## config.mk

```make
export PLATFORM = sky130hd
export DESIGN_NAME = self_program_nv_sequencer
export DESIGN_NICKNAME = d
export VERILOG_FILES = /design/src/rtl/nv_seq_pkg.sv /design/src/rtl/nv_erase_time_calc.sv /design/src/rtl/nv_op_timer.sv /design/src/rtl/self_program_nv_sequencer.sv
export SDC_FILE = /design/constraint.sdc
export NUM_CORES = 1
export LEC_CHECK = 0
export BUFFER_PORTS_ARGS = -buffer_cell sky130_fd_sc_hd__buf_2
export CORE_UTILIZATION = 25
export DETAILED_ROUTE_END_ITERATION = 7
export PLACE_DENSITY = 0.38
export SLEW_MARGIN = 20
export SYNTH_ARGS = -nofsm -noshare
export SYNTH_HDL_FRONTEND = slang
export SYNTH_SLANG_ARGS = --single-unit
export TNS_END_PERCENT = 1
```

## constraint.sdc

```tcl
create_clock -name i_clk -period 7.9 [get_ports i_clk]
set_clock_uncertainty 0.05 [all_clocks]
set_input_delay 1.185 -clock i_clk [delete_from_list [all_inputs] [get_ports i_clk]]
set_output_delay 1.185 -clock i_clk [all_outputs]
set_load 0.005 [all_outputs]
```

## src/rtl/nv_seq_pkg.sv

```systemverilog
package nv_seq_pkg;
   // Register indices; the byte address on the bus is four times the index
   localparam logic [7:0] IDX_ADDRESS_HIGH = 8'hF9;
   localparam logic [7:0] IDX_ADDRESS_LOW = 8'hFA;
   localparam logic [7:0] IDX_WRITE_BYTE = 8'hFB;
   localparam logic [7:0] IDX_COMMAND_CODE = 8'hFC;
   localparam logic [7:0] IDX_ERASE_DURATION = 8'hFD;
   localparam logic [7:0] IDX_CONTROL_STATUS = 8'hF0;
   localparam int ADDR_W = 10;

   // Reset values
   localparam logic [7:0] RST_ADDRESS_HIGH = 8'h00;
   localparam logic [7:0] RST_ADDRESS_LOW = 8'h00;
   localparam logic [7:0] RST_WRITE_BYTE = 8'h00;
   localparam logic [7:0] RST_COMMAND_CODE = 8'h00;
   localparam logic [7:0] RST_ERASE_DURATION = 8'h5A;

   // Field layout
   localparam logic [7:0] ADDRESS_HIGH_MASK = 8'h07;
   localparam int AH_PAGE_BIT = 2;
   localparam int CS_ARRAY_SELECT_BIT = 0;
   localparam int CS_BUSY_BIT = 1;
   localparam int ERASE_SETTING_W = 5;
   localparam logic [4:0] ERASE_SETTING_MAX = 5'h09;

   // Command codes
   localparam logic [7:0] CMD_PAGE_ERASE = 8'h96;
   localparam logic [7:0] CMD_BYTE_PROGRAM = 8'h69;

   // Main data area base
   localparam logic [13:0] MAIN_AREA_BASE = 14'h3C00;

   // Timing, times in ns
   localparam int CLK_PERIOD_NS = 10;
   localparam int PROG_TIME_NS = 23500;
   localparam int MAIN_STEP_NS = 1000000;
   localparam int MAIN_EXTRA_NS = 130000;
   localparam int INFO_STEP_NS = 500000;
   localparam int INFO_EXTRA_NS = 65000;
   localparam int PROG_CYC = (PROG_TIME_NS + CLK_PERIOD_NS - 1) / CLK_PERIOD_NS;
   localparam int MAIN_STEP_CYC = (MAIN_STEP_NS + CLK_PERIOD_NS - 1) / CLK_PERIOD_NS;
   localparam int MAIN_EXTRA_CYC = (MAIN_EXTRA_NS + CLK_PERIOD_NS - 1) / CLK_PERIOD_NS;
   localparam int INFO_STEP_CYC = (INFO_STEP_NS + CLK_PERIOD_NS - 1) / CLK_PERIOD_NS;
   localparam int INFO_EXTRA_CYC = (INFO_EXTRA_NS + CLK_PERIOD_NS - 1) / CLK_PERIOD_NS;
   localparam int CNT_W = 20;

   typedef enum logic [1:0] {
      ST_IDLE = 2'b00,
      ST_ERASE = 2'b01,
      ST_PROG = 2'b10
   } nv_state_type;
endpackage

```

## src/rtl/nv_erase_time_calc.sv

```systemverilog
module nv_erase_time_calc #(
   parameter int MAIN_STEP = nv_seq_pkg::MAIN_STEP_CYC,
   parameter int MAIN_EXTRA = nv_seq_pkg::MAIN_EXTRA_CYC,
   parameter int INFO_STEP = nv_seq_pkg::INFO_STEP_CYC,
   parameter int INFO_EXTRA = nv_seq_pkg::INFO_EXTRA_CYC
) (
   // Setting
   input wire logic [nv_seq_pkg::ERASE_SETTING_W-1:0] i_setting,
   input wire logic i_info_page,
   // Result
   output logic [nv_seq_pkg::CNT_W-1:0] o_cycles
);
   // Settings above nine behave as nine
   function automatic int steps(input logic [4:0] s);
      logic [4:0] c;
      c = (s > nv_seq_pkg::ERASE_SETTING_MAX) ? nv_seq_pkg::ERASE_SETTING_MAX : s;
      return int'(c) + 1;
   endfunction

   int total;

   always_comb begin
      if (i_info_page) begin
         total = steps(i_setting) * INFO_STEP + INFO_EXTRA;
      end else begin
         total = steps(i_setting) * MAIN_STEP + MAIN_EXTRA;
      end
      o_cycles = total[nv_seq_pkg::CNT_W-1:0];
   end
endmodule

```

## src/rtl/nv_op_timer.sv

```systemverilog
module nv_op_timer (
   // Clock and reset
   input wire logic i_clk,
   input wire logic i_rst,
   // Control
   input wire logic i_load,
   input wire logic [nv_seq_pkg::CNT_W-1:0] i_load_value,
   // Status
   output logic o_done
);
   logic [nv_seq_pkg::CNT_W-1:0] count_q;
   logic [nv_seq_pkg::CNT_W-1:0] count_d;

   // Done in the last cycle of a run of exactly i_load_value cycles
   always_comb begin
      count_d = count_q;
      if (i_load) begin
         count_d = i_load_value;
      end else if (count_q != '0) begin
         count_d = count_q - 1'b1;
      end
      o_done = (count_q == {{(nv_seq_pkg::CNT_W-1){1'b0}}, 1'b1});
   end

   always_ff @(posedge i_clk) begin
      if (i_rst) begin
         count_q <= '0;
      end else begin
         count_q <= count_d;
      end
   end
endmodule

```

## src/rtl/self_program_nv_sequencer.sv

```systemverilog
// What this block does
// With array_select 0, software keeps address high bit 2 at zero.
// Main area target is high bits 1:0 above the eight low bits.
// With array_select 1, high bit 2 picks info_page_a or info_page_b.
// Info page offset is high bit 0 above the eight low bits.
// Command 0x96 erases the page holding the addressed location.
// Command 0x69 programs the data byte into the addressed location.
// Byte program always lasts 23.5 us, timing bits 7:5 ignored.
// Main area erase lasts (N+1) ms plus 0.13 ms, N clamped at 9.
// Info page erase lasts (N+1)*0.5 ms plus 0.065 ms, N clamped at 9.
// Software never writes reserved registers or reserved bits.
// Bus accesses stall until the running operation has finished.
// Any other command code starts nothing.
//
// Design decision made here: the Avalon-MM register port.
module self_program_nv_sequencer #(
   parameter int MAIN_STEP = nv_seq_pkg::MAIN_STEP_CYC,
   parameter int MAIN_EXTRA = nv_seq_pkg::MAIN_EXTRA_CYC,
   parameter int INFO_STEP = nv_seq_pkg::INFO_STEP_CYC,
   parameter int INFO_EXTRA = nv_seq_pkg::INFO_EXTRA_CYC
) (
   // Clock and reset
   input wire logic i_clk,
   input wire logic i_rst,
   // Avalon-MM slave
   input wire logic [nv_seq_pkg::ADDR_W-1:0] i_address,
   input wire logic i_read,
   input wire logic i_write,
   input wire logic [31:0] i_writedata,
   input wire logic [3:0] i_byteenable,
   output logic [31:0] o_readdata,
   output logic o_waitrequest,
   // Nonvolatile array control
   output logic o_nv_erase,
   output logic o_nv_program,
   output logic o_nv_array_select,
   output logic o_nv_info_page_b,
   output logic [13:0] o_nv_addr,
   output logic [7:0] o_nv_wdata,
   output logic o_nv_busy
);
   function automatic logic reg_hit(input logic [nv_seq_pkg::ADDR_W-1:0] a, input logic [7:0] idx);
      return a == {idx, 2'b00};
   endfunction

   logic [7:0] addr_high_q, addr_high_d;
   logic [7:0] addr_low_q, addr_low_d;
   logic [7:0] write_byte_q, write_byte_d;
   logic [7:0] command_q, command_d;
   logic [7:0] erase_dur_q, erase_dur_d;
   logic array_sel_q, array_sel_d;
   logic [31:0] rdata_q, rdata_d;
   logic wait_q, wait_d;
   nv_seq_pkg::nv_state_type state_q, state_d;
   logic erase_q, erase_d;
   logic prog_q, prog_d;
   logic busy_q, busy_d;
   logic page_b_q, page_b_d;
   logic nv_sel_q, nv_sel_d;
   logic [13:0] nv_addr_q, nv_addr_d;
   logic [7:0] nv_wdata_q, nv_wdata_d;
   logic req;
   logic accept;
   logic wr_lane0;
   logic start_erase;
   logic start_prog;
   logic timer_load;
   logic timer_done;
   logic [nv_seq_pkg::CNT_W-1:0] erase_cycles;
   logic [nv_seq_pkg::CNT_W-1:0] load_value;
   logic [31:0] read_mux;

   nv_erase_time_calc #(
      .MAIN_STEP(MAIN_STEP),
      .MAIN_EXTRA(MAIN_EXTRA),
      .INFO_STEP(INFO_STEP),
      .INFO_EXTRA(INFO_EXTRA)
   ) u_erase_time (
      .i_setting(erase_dur_q[nv_seq_pkg::ERASE_SETTING_W-1:0]),
      .i_info_page(array_sel_q),
      .o_cycles(erase_cycles)
   );

   nv_op_timer u_timer (
      .i_clk(i_clk),
      .i_rst(i_rst),
      .i_load(timer_load),
      .i_load_value(load_value),
      .o_done(timer_done)
   );

   // Bus handshake and register file
   always_comb begin
      req = i_read | i_write;
      accept = req & ~wait_q;
      wr_lane0 = accept & i_write & i_byteenable[0];
      read_mux = 32'h0000_0000;
      if (reg_hit(i_address, nv_seq_pkg::IDX_ADDRESS_HIGH)) begin
         read_mux = {24'h00_0000, addr_high_q};
      end else if (reg_hit(i_address, nv_seq_pkg::IDX_ADDRESS_LOW)) begin
         read_mux = {24'h00_0000, addr_low_q};
      end else if (reg_hit(i_address, nv_seq_pkg::IDX_WRITE_BYTE)) begin
         read_mux = {24'h00_0000, write_byte_q};
      end else if (reg_hit(i_address, nv_seq_pkg::IDX_COMMAND_CODE)) begin
         read_mux = {24'h00_0000, command_q};
      end else if (reg_hit(i_address, nv_seq_pkg::IDX_ERASE_DURATION)) begin
         read_mux = {24'h00_0000, erase_dur_q};
      end else if (reg_hit(i_address, nv_seq_pkg::IDX_CONTROL_STATUS)) begin
         read_mux[nv_seq_pkg::CS_ARRAY_SELECT_BIT] = array_sel_q;
         read_mux[nv_seq_pkg::CS_BUSY_BIT] = busy_q;
      end
      wait_d = 1'b1;
      rdata_d = rdata_q;
      // No answer is prepared while an operation runs
      if (req & wait_q & ~busy_q) begin
         wait_d = 1'b0;
         rdata_d = i_read ? read_mux : 32'h0000_0000;
      end
      addr_high_d = addr_high_q;
      addr_low_d = addr_low_q;
      write_byte_d = write_byte_q;
      command_d = command_q;
      erase_dur_d = erase_dur_q;
      array_sel_d = array_sel_q;
      if (wr_lane0) begin
         if (reg_hit(i_address, nv_seq_pkg::IDX_ADDRESS_HIGH)) begin
            addr_high_d = i_writedata[7:0] & nv_seq_pkg::ADDRESS_HIGH_MASK;
         end
         if (reg_hit(i_address, nv_seq_pkg::IDX_ADDRESS_LOW)) begin
            addr_low_d = i_writedata[7:0];
         end
         if (reg_hit(i_address, nv_seq_pkg::IDX_WRITE_BYTE)) begin
            write_byte_d = i_writedata[7:0];
         end
         if (reg_hit(i_address, nv_seq_pkg::IDX_COMMAND_CODE)) begin
            command_d = i_writedata[7:0];
         end
         if (reg_hit(i_address, nv_seq_pkg::IDX_ERASE_DURATION)) begin
            erase_dur_d = i_writedata[7:0];
         end
         if (reg_hit(i_address, nv_seq_pkg::IDX_CONTROL_STATUS)) begin
            array_sel_d = i_writedata[nv_seq_pkg::CS_ARRAY_SELECT_BIT];
         end
      end
   end

   always_ff @(posedge i_clk) begin
      if (i_rst) begin
         addr_high_q <= nv_seq_pkg::RST_ADDRESS_HIGH;
         addr_low_q <= nv_seq_pkg::RST_ADDRESS_LOW;
         write_byte_q <= nv_seq_pkg::RST_WRITE_BYTE;
         command_q <= nv_seq_pkg::RST_COMMAND_CODE;
         erase_dur_q <= nv_seq_pkg::RST_ERASE_DURATION;
         array_sel_q <= 1'b0;
         rdata_q <= 32'h0000_0000;
         wait_q <= 1'b1;
      end else begin
         addr_high_q <= addr_high_d;
         addr_low_q <= addr_low_d;
         write_byte_q <= write_byte_d;
         command_q <= command_d;
         erase_dur_q <= erase_dur_d;
         array_sel_q <= array_sel_d;
         rdata_q <= rdata_d;
         wait_q <= wait_d;
      end
   end

   // Operation sequencer
   always_comb begin
      start_erase = wr_lane0 & reg_hit(i_address, nv_seq_pkg::IDX_COMMAND_CODE)
                    & (i_writedata[7:0] == nv_seq_pkg::CMD_PAGE_ERASE);
      start_prog = wr_lane0 & reg_hit(i_address, nv_seq_pkg::IDX_COMMAND_CODE)
                   & (i_writedata[7:0] == nv_seq_pkg::CMD_BYTE_PROGRAM);
      timer_load = (start_erase | start_prog) & (state_q == nv_seq_pkg::ST_IDLE);
      // Program time ignores the timing register
      load_value = start_prog ? nv_seq_pkg::CNT_W'(nv_seq_pkg::PROG_CYC) : erase_cycles;
      state_d = state_q;
      erase_d = 1'b0;
      prog_d = 1'b0;
      nv_sel_d = nv_sel_q;
      page_b_d = page_b_q;
      nv_addr_d = nv_addr_q;
      nv_wdata_d = nv_wdata_q;
      case (state_q)
         nv_seq_pkg::ST_IDLE: begin
            if (timer_load) begin
               state_d = start_prog ? nv_seq_pkg::ST_PROG : nv_seq_pkg::ST_ERASE;
               erase_d = start_erase;
               prog_d = start_prog;
               nv_sel_d = array_sel_q;
               page_b_d = array_sel_q & addr_high_q[nv_seq_pkg::AH_PAGE_BIT];
               if (array_sel_q) begin
                  nv_addr_d = {5'h00, addr_high_q[0], addr_low_q};
               end else begin
                  nv_addr_d = nv_seq_pkg::MAIN_AREA_BASE | {4'h0, addr_high_q[1:0], addr_low_q};
               end
               nv_wdata_d = write_byte_q;
            end
         end
         nv_seq_pkg::ST_ERASE, nv_seq_pkg::ST_PROG: begin
            if (timer_done) begin
               state_d = nv_seq_pkg::ST_IDLE;
            end
         end
         default: begin
            state_d = nv_seq_pkg::ST_IDLE;
         end
      endcase
      busy_d = (state_d != nv_seq_pkg::ST_IDLE);
   end

   always_ff @(posedge i_clk) begin
      if (i_rst) begin
         state_q <= nv_seq_pkg::ST_IDLE;
         erase_q <= 1'b0;
         prog_q <= 1'b0;
         busy_q <= 1'b0;
         nv_sel_q <= 1'b0;
         page_b_q <= 1'b0;
         nv_addr_q <= 14'h0000;
         nv_wdata_q <= 8'h00;
      end else begin
         state_q <= state_d;
         erase_q <= erase_d;
         prog_q <= prog_d;
         busy_q <= busy_d;
         nv_sel_q <= nv_sel_d;
         page_b_q <= page_b_d;
         nv_addr_q <= nv_addr_d;
         nv_wdata_q <= nv_wdata_d;
      end
   end

   assign o_readdata = rdata_q;
   assign o_waitrequest = wait_q;
   assign o_nv_erase = erase_q;
   assign o_nv_program = prog_q;
   assign o_nv_array_select = nv_sel_q;
   assign o_nv_info_page_b = page_b_q;
   assign o_nv_addr = nv_addr_q;
   assign o_nv_wdata = nv_wdata_q;
   assign o_nv_busy = busy_q;

   // Helper logic for the checks: run length and expected length
   logic [nv_seq_pkg::CNT_W:0] run_len_q;
   logic [nv_seq_pkg::CNT_W-1:0] expect_len_q;

   always_ff @(posedge i_clk) begin
      if (i_rst) begin
         run_len_q <= '0;
         expect_len_q <= '0;
      end else begin
         run_len_q <= busy_q ? run_len_q + 1'b1 : '0;
         if (timer_load) begin
            expect_len_q <= load_value;
         end
      end
   end
endmodule

```

==> flow_summary.json <==
{
  "crit_arrival_ns": 5.73,
  "cp-startpoint": "erase_dur_q[1]",
  "synth-async-reset-ratio": 0,
  "period_needed_ns": 5.51,
  "root_buffer": "clkbuf_16",
  "fin_nets": 832,
  "h-tree-depth": 3,
  "io_buffers": 58,
  "max_freq_mhz": 181,
  "crit_type": "flop to flop",
  "grt_util_all_layers": 0.136,
  "postPlaceCellArea_um2": 6270,
  "die-area_um2": 23800,
  "r2r_setup_slack_ns": 2.39,
  "dr.pass1.iters": 5,
  "synthFlopType": "dfxtp_1",
  "setup-violations-final": 0,
  "post-dp-hpwl_um": 11700,
  "initial_core_util": 0.255,
  "post-route-util": 0.290,
  "synth.distinct_cells": 75,
  "globalplace.congestion": 0.735,
  "holdBufCountCts": 0,
  "viasPerCell": 4.71,
  "final_common_cell": "nand2_1",
  "grt_max_degree": 78,
  "drive_gt1_frac": 0.155,
  "p_leak_nw": 2.66,
  "final-seq-area_um2": 1820,
  "reg2reg_from": "erase_dur_q[1]",
  "cp_common_cell": "ha_1",
  "dr.first_iter.drc_count": 258,
  "final-hold-violation-count": 0,
  "ctsResizeCount": 0,
  "ys_seq_area_frac": 0.314,
  "area_growth_pct": 13.4,
  "pre_cts_ws_ns": 2.41,
  "syn-cell-area_um2": 5800,
  "vias": 4809,
  "rsz0062_at_grt": "no",
  "yosysWarningCount": 0,
  "detail_route.wl_per_cell_um": 15.5,
  "drcViolationCount": 0,
  "slew_headroom": 0.326,
  "critPathLaunchType": "flop",
  "final_cell_mix": "nand2_1, dfxtp_1, nor2_1",
  "endpoint_kind": "flop",
  "cts_tree": "done",
  "fin_crit_sh": 0.698,
  "antenna_found_initial": 0,
  "r2r.worst_path.cells": 19,
  "design_area_um2": 6580,
  "whs_path_depth": 2,
  "cpPeakStageDelay_ns": 0.49,
  "die-width_um": 154,
  "grt_overflow": 0,
  "maxCapViolCount": 0,
  "synth_edf_count": 0,
  "fillCellCount": 2437,
  "ys_ff_latch": 91,
  "syn_avg_cell_area_um2": 8.44,
  "die_y_um": 154,
  "post_cts_buffers": 0,
  "synth_top_area_cell": "dfxtp_1",
  "grt_pass1_wl_um": 25500,
  "fin_setup_tns_ns": 0,
  "synthCells": 687,
  "fin_cells": 1022,
  "hold_class": "flop to flop",
  "clock_latency_ns": 0.34,
  "tightestPinTransition_ns": 1.01,
  "clkTransAtPathRegs_ns": 0.07,
  "outcome": "completed",
  "slew_viol_final": 0,
  "pin_count": 110,
  "numCtsBuffers": 9,
  "crit_path_end": "u_timer.count_q[19]",
  "netlist_top_cells_area": "dfxtp_1, ha_1, nand2_1, a21oi_1, nor2_1",
  "synth_top_cell_area_share": 0.314,
  "cts.path.max_buffers": 2,
  "worst_slack_ns": 2.39,
  "finalWirelength_um": 15800,
  "critPathMaxFanout": 7,
  "rows": 55,
  "crit_chain": "o21a_1, nor3_1, buf_4, inv_1, ha_1, xnor2_1, ha_1, ha_1, fa_1, ha_1, ha_1, a211oi_2, o2111ai_1, a21oi_1, xor2_2, nor3_2, nor3b_1, mux2_4, a21oi_2",
  "cpMaxStageDelayCell": "fa_1",
  "cts_sinks": 91,
  "placedCellCount": 1009,
  "multiInputGateArea_um2": 3700,
  "reg2reg_to": "u_timer.count_q[19]",
  "p_per_area_nw_per_um2": 219,
  "core_um2": 22700,
  "grt_pass1_vias": 4602,
  "crit_required_ns": 8.12,
  "ant_nets": 0,
  "antennaDiodeCount": 0,
  "vdd_ir_drop_max_v": 0.000106
}
-- critical path, delay by kind of cell (launching register included) --
kind	cells	cell delay, ns
compound gates	5	1.14
fa+ha+maj	6	1.97
simple gates	3	0.74
mux	1	0.34
buf+inv	2	0.32
xor+xnor	2	0.55
flops	1	0.34
-- area by class of cell --
| cell class | count | share of cell area |
|---|---|---|
| Inverter | 21 | 0.0120 |
| Timing Repair Buffer | 62 | 0.0487 |
| Tap cell | 285 | 0.0542 |
| Sequential cell | 91 | 0.277 |
| Multi-Input combinational cell | 550 | 0.562 |
| Clock inverter | 3 | 0.00989 |
| Clock buffer | 10 | 0.0363 |
-- Yosys cell counts, drive strengths merged (3+ instances only) --
cell	number
nand3	12
a31oi	5
nand3b	3
nor4b	4
nor3b	3
o21ai	13
a211o	5
nand2	95
xor2	18
or4	5
nand2b	3
a21oi	62
and3	4
nor2b	5
mux2i	25
dfxtp	91
nor4	11
fa	5
a22oi	17
or2	8
a211oi	9
o311ai	4
buf	39
inv	20
ha	42
o211ai	3
a221oi	3
mux2	10
nor3	18
xnor2	21
clkbuf	17
nor2	77
-- state kept, by name (all words and copies together), names as in the netlist, 3 cells and up --
name,cells
o_nv_addr,11
command_q,8
u_timer.count_q,20
o_readdata,8
o_nv_wdata,8
write_byte_q,8
erase_dur_q,8
addr_high_q,3
addr_low_q,8
-- metrics by stage --
step                power [W]  hold slack (ns)
global placement     0.000978            0.390
detailed placement   0.000984            0.391
global route          0.00152            0.415
floorplan            0.000904            0.382
CTS                   0.00145            0.399
finish                0.00144            0.397
-- metal layers --
metal  routed length, um  track usage
met5                   0            0
met4                  97       0.0231
met3                 507       0.0224
met2                6880        0.207
met1                8350        0.200
-- power by group --
part / internal, W / switching (W)
registers: 0.000492 / 0.0000290
logic: 0.000196 / 0.000260
clock network: 0.000280 / 0.000181
total: 0.000968 / 0.000470
-- cell families (layout without fill, tap and decap cells) --
family / after synthesis / in the layout / synth area share
compound gates: 140 / 140 / 0.169
xor+xnor: 39 / 39 / 0.0628
fa+ha+maj: 47 / 47 / 0.108
buf+inv: 77 / 96 / 0.0701
flops: 91 / 91 / 0.314
mux: 35 / 35 / 0.0632
other cells: 2 / 33 / 0.00129
simple gates: 256 / 256 / 0.212
-- how the worst min path moves through the flow --
stage	startpoint	to
floorplan	command_q[1]	command_q[1]
global placement	command_q[0]	command_q[0]
detailed placement	o_nv_wdata[2]	o_nv_wdata[2]
CTS	o_nv_wdata[5]	o_nv_wdata[5]
global route	o_nv_addr[0]	o_nv_addr[0]
finish	o_nv_wdata[5]	o_nv_wdata[5]
Power figures use the tool's default switching activity.
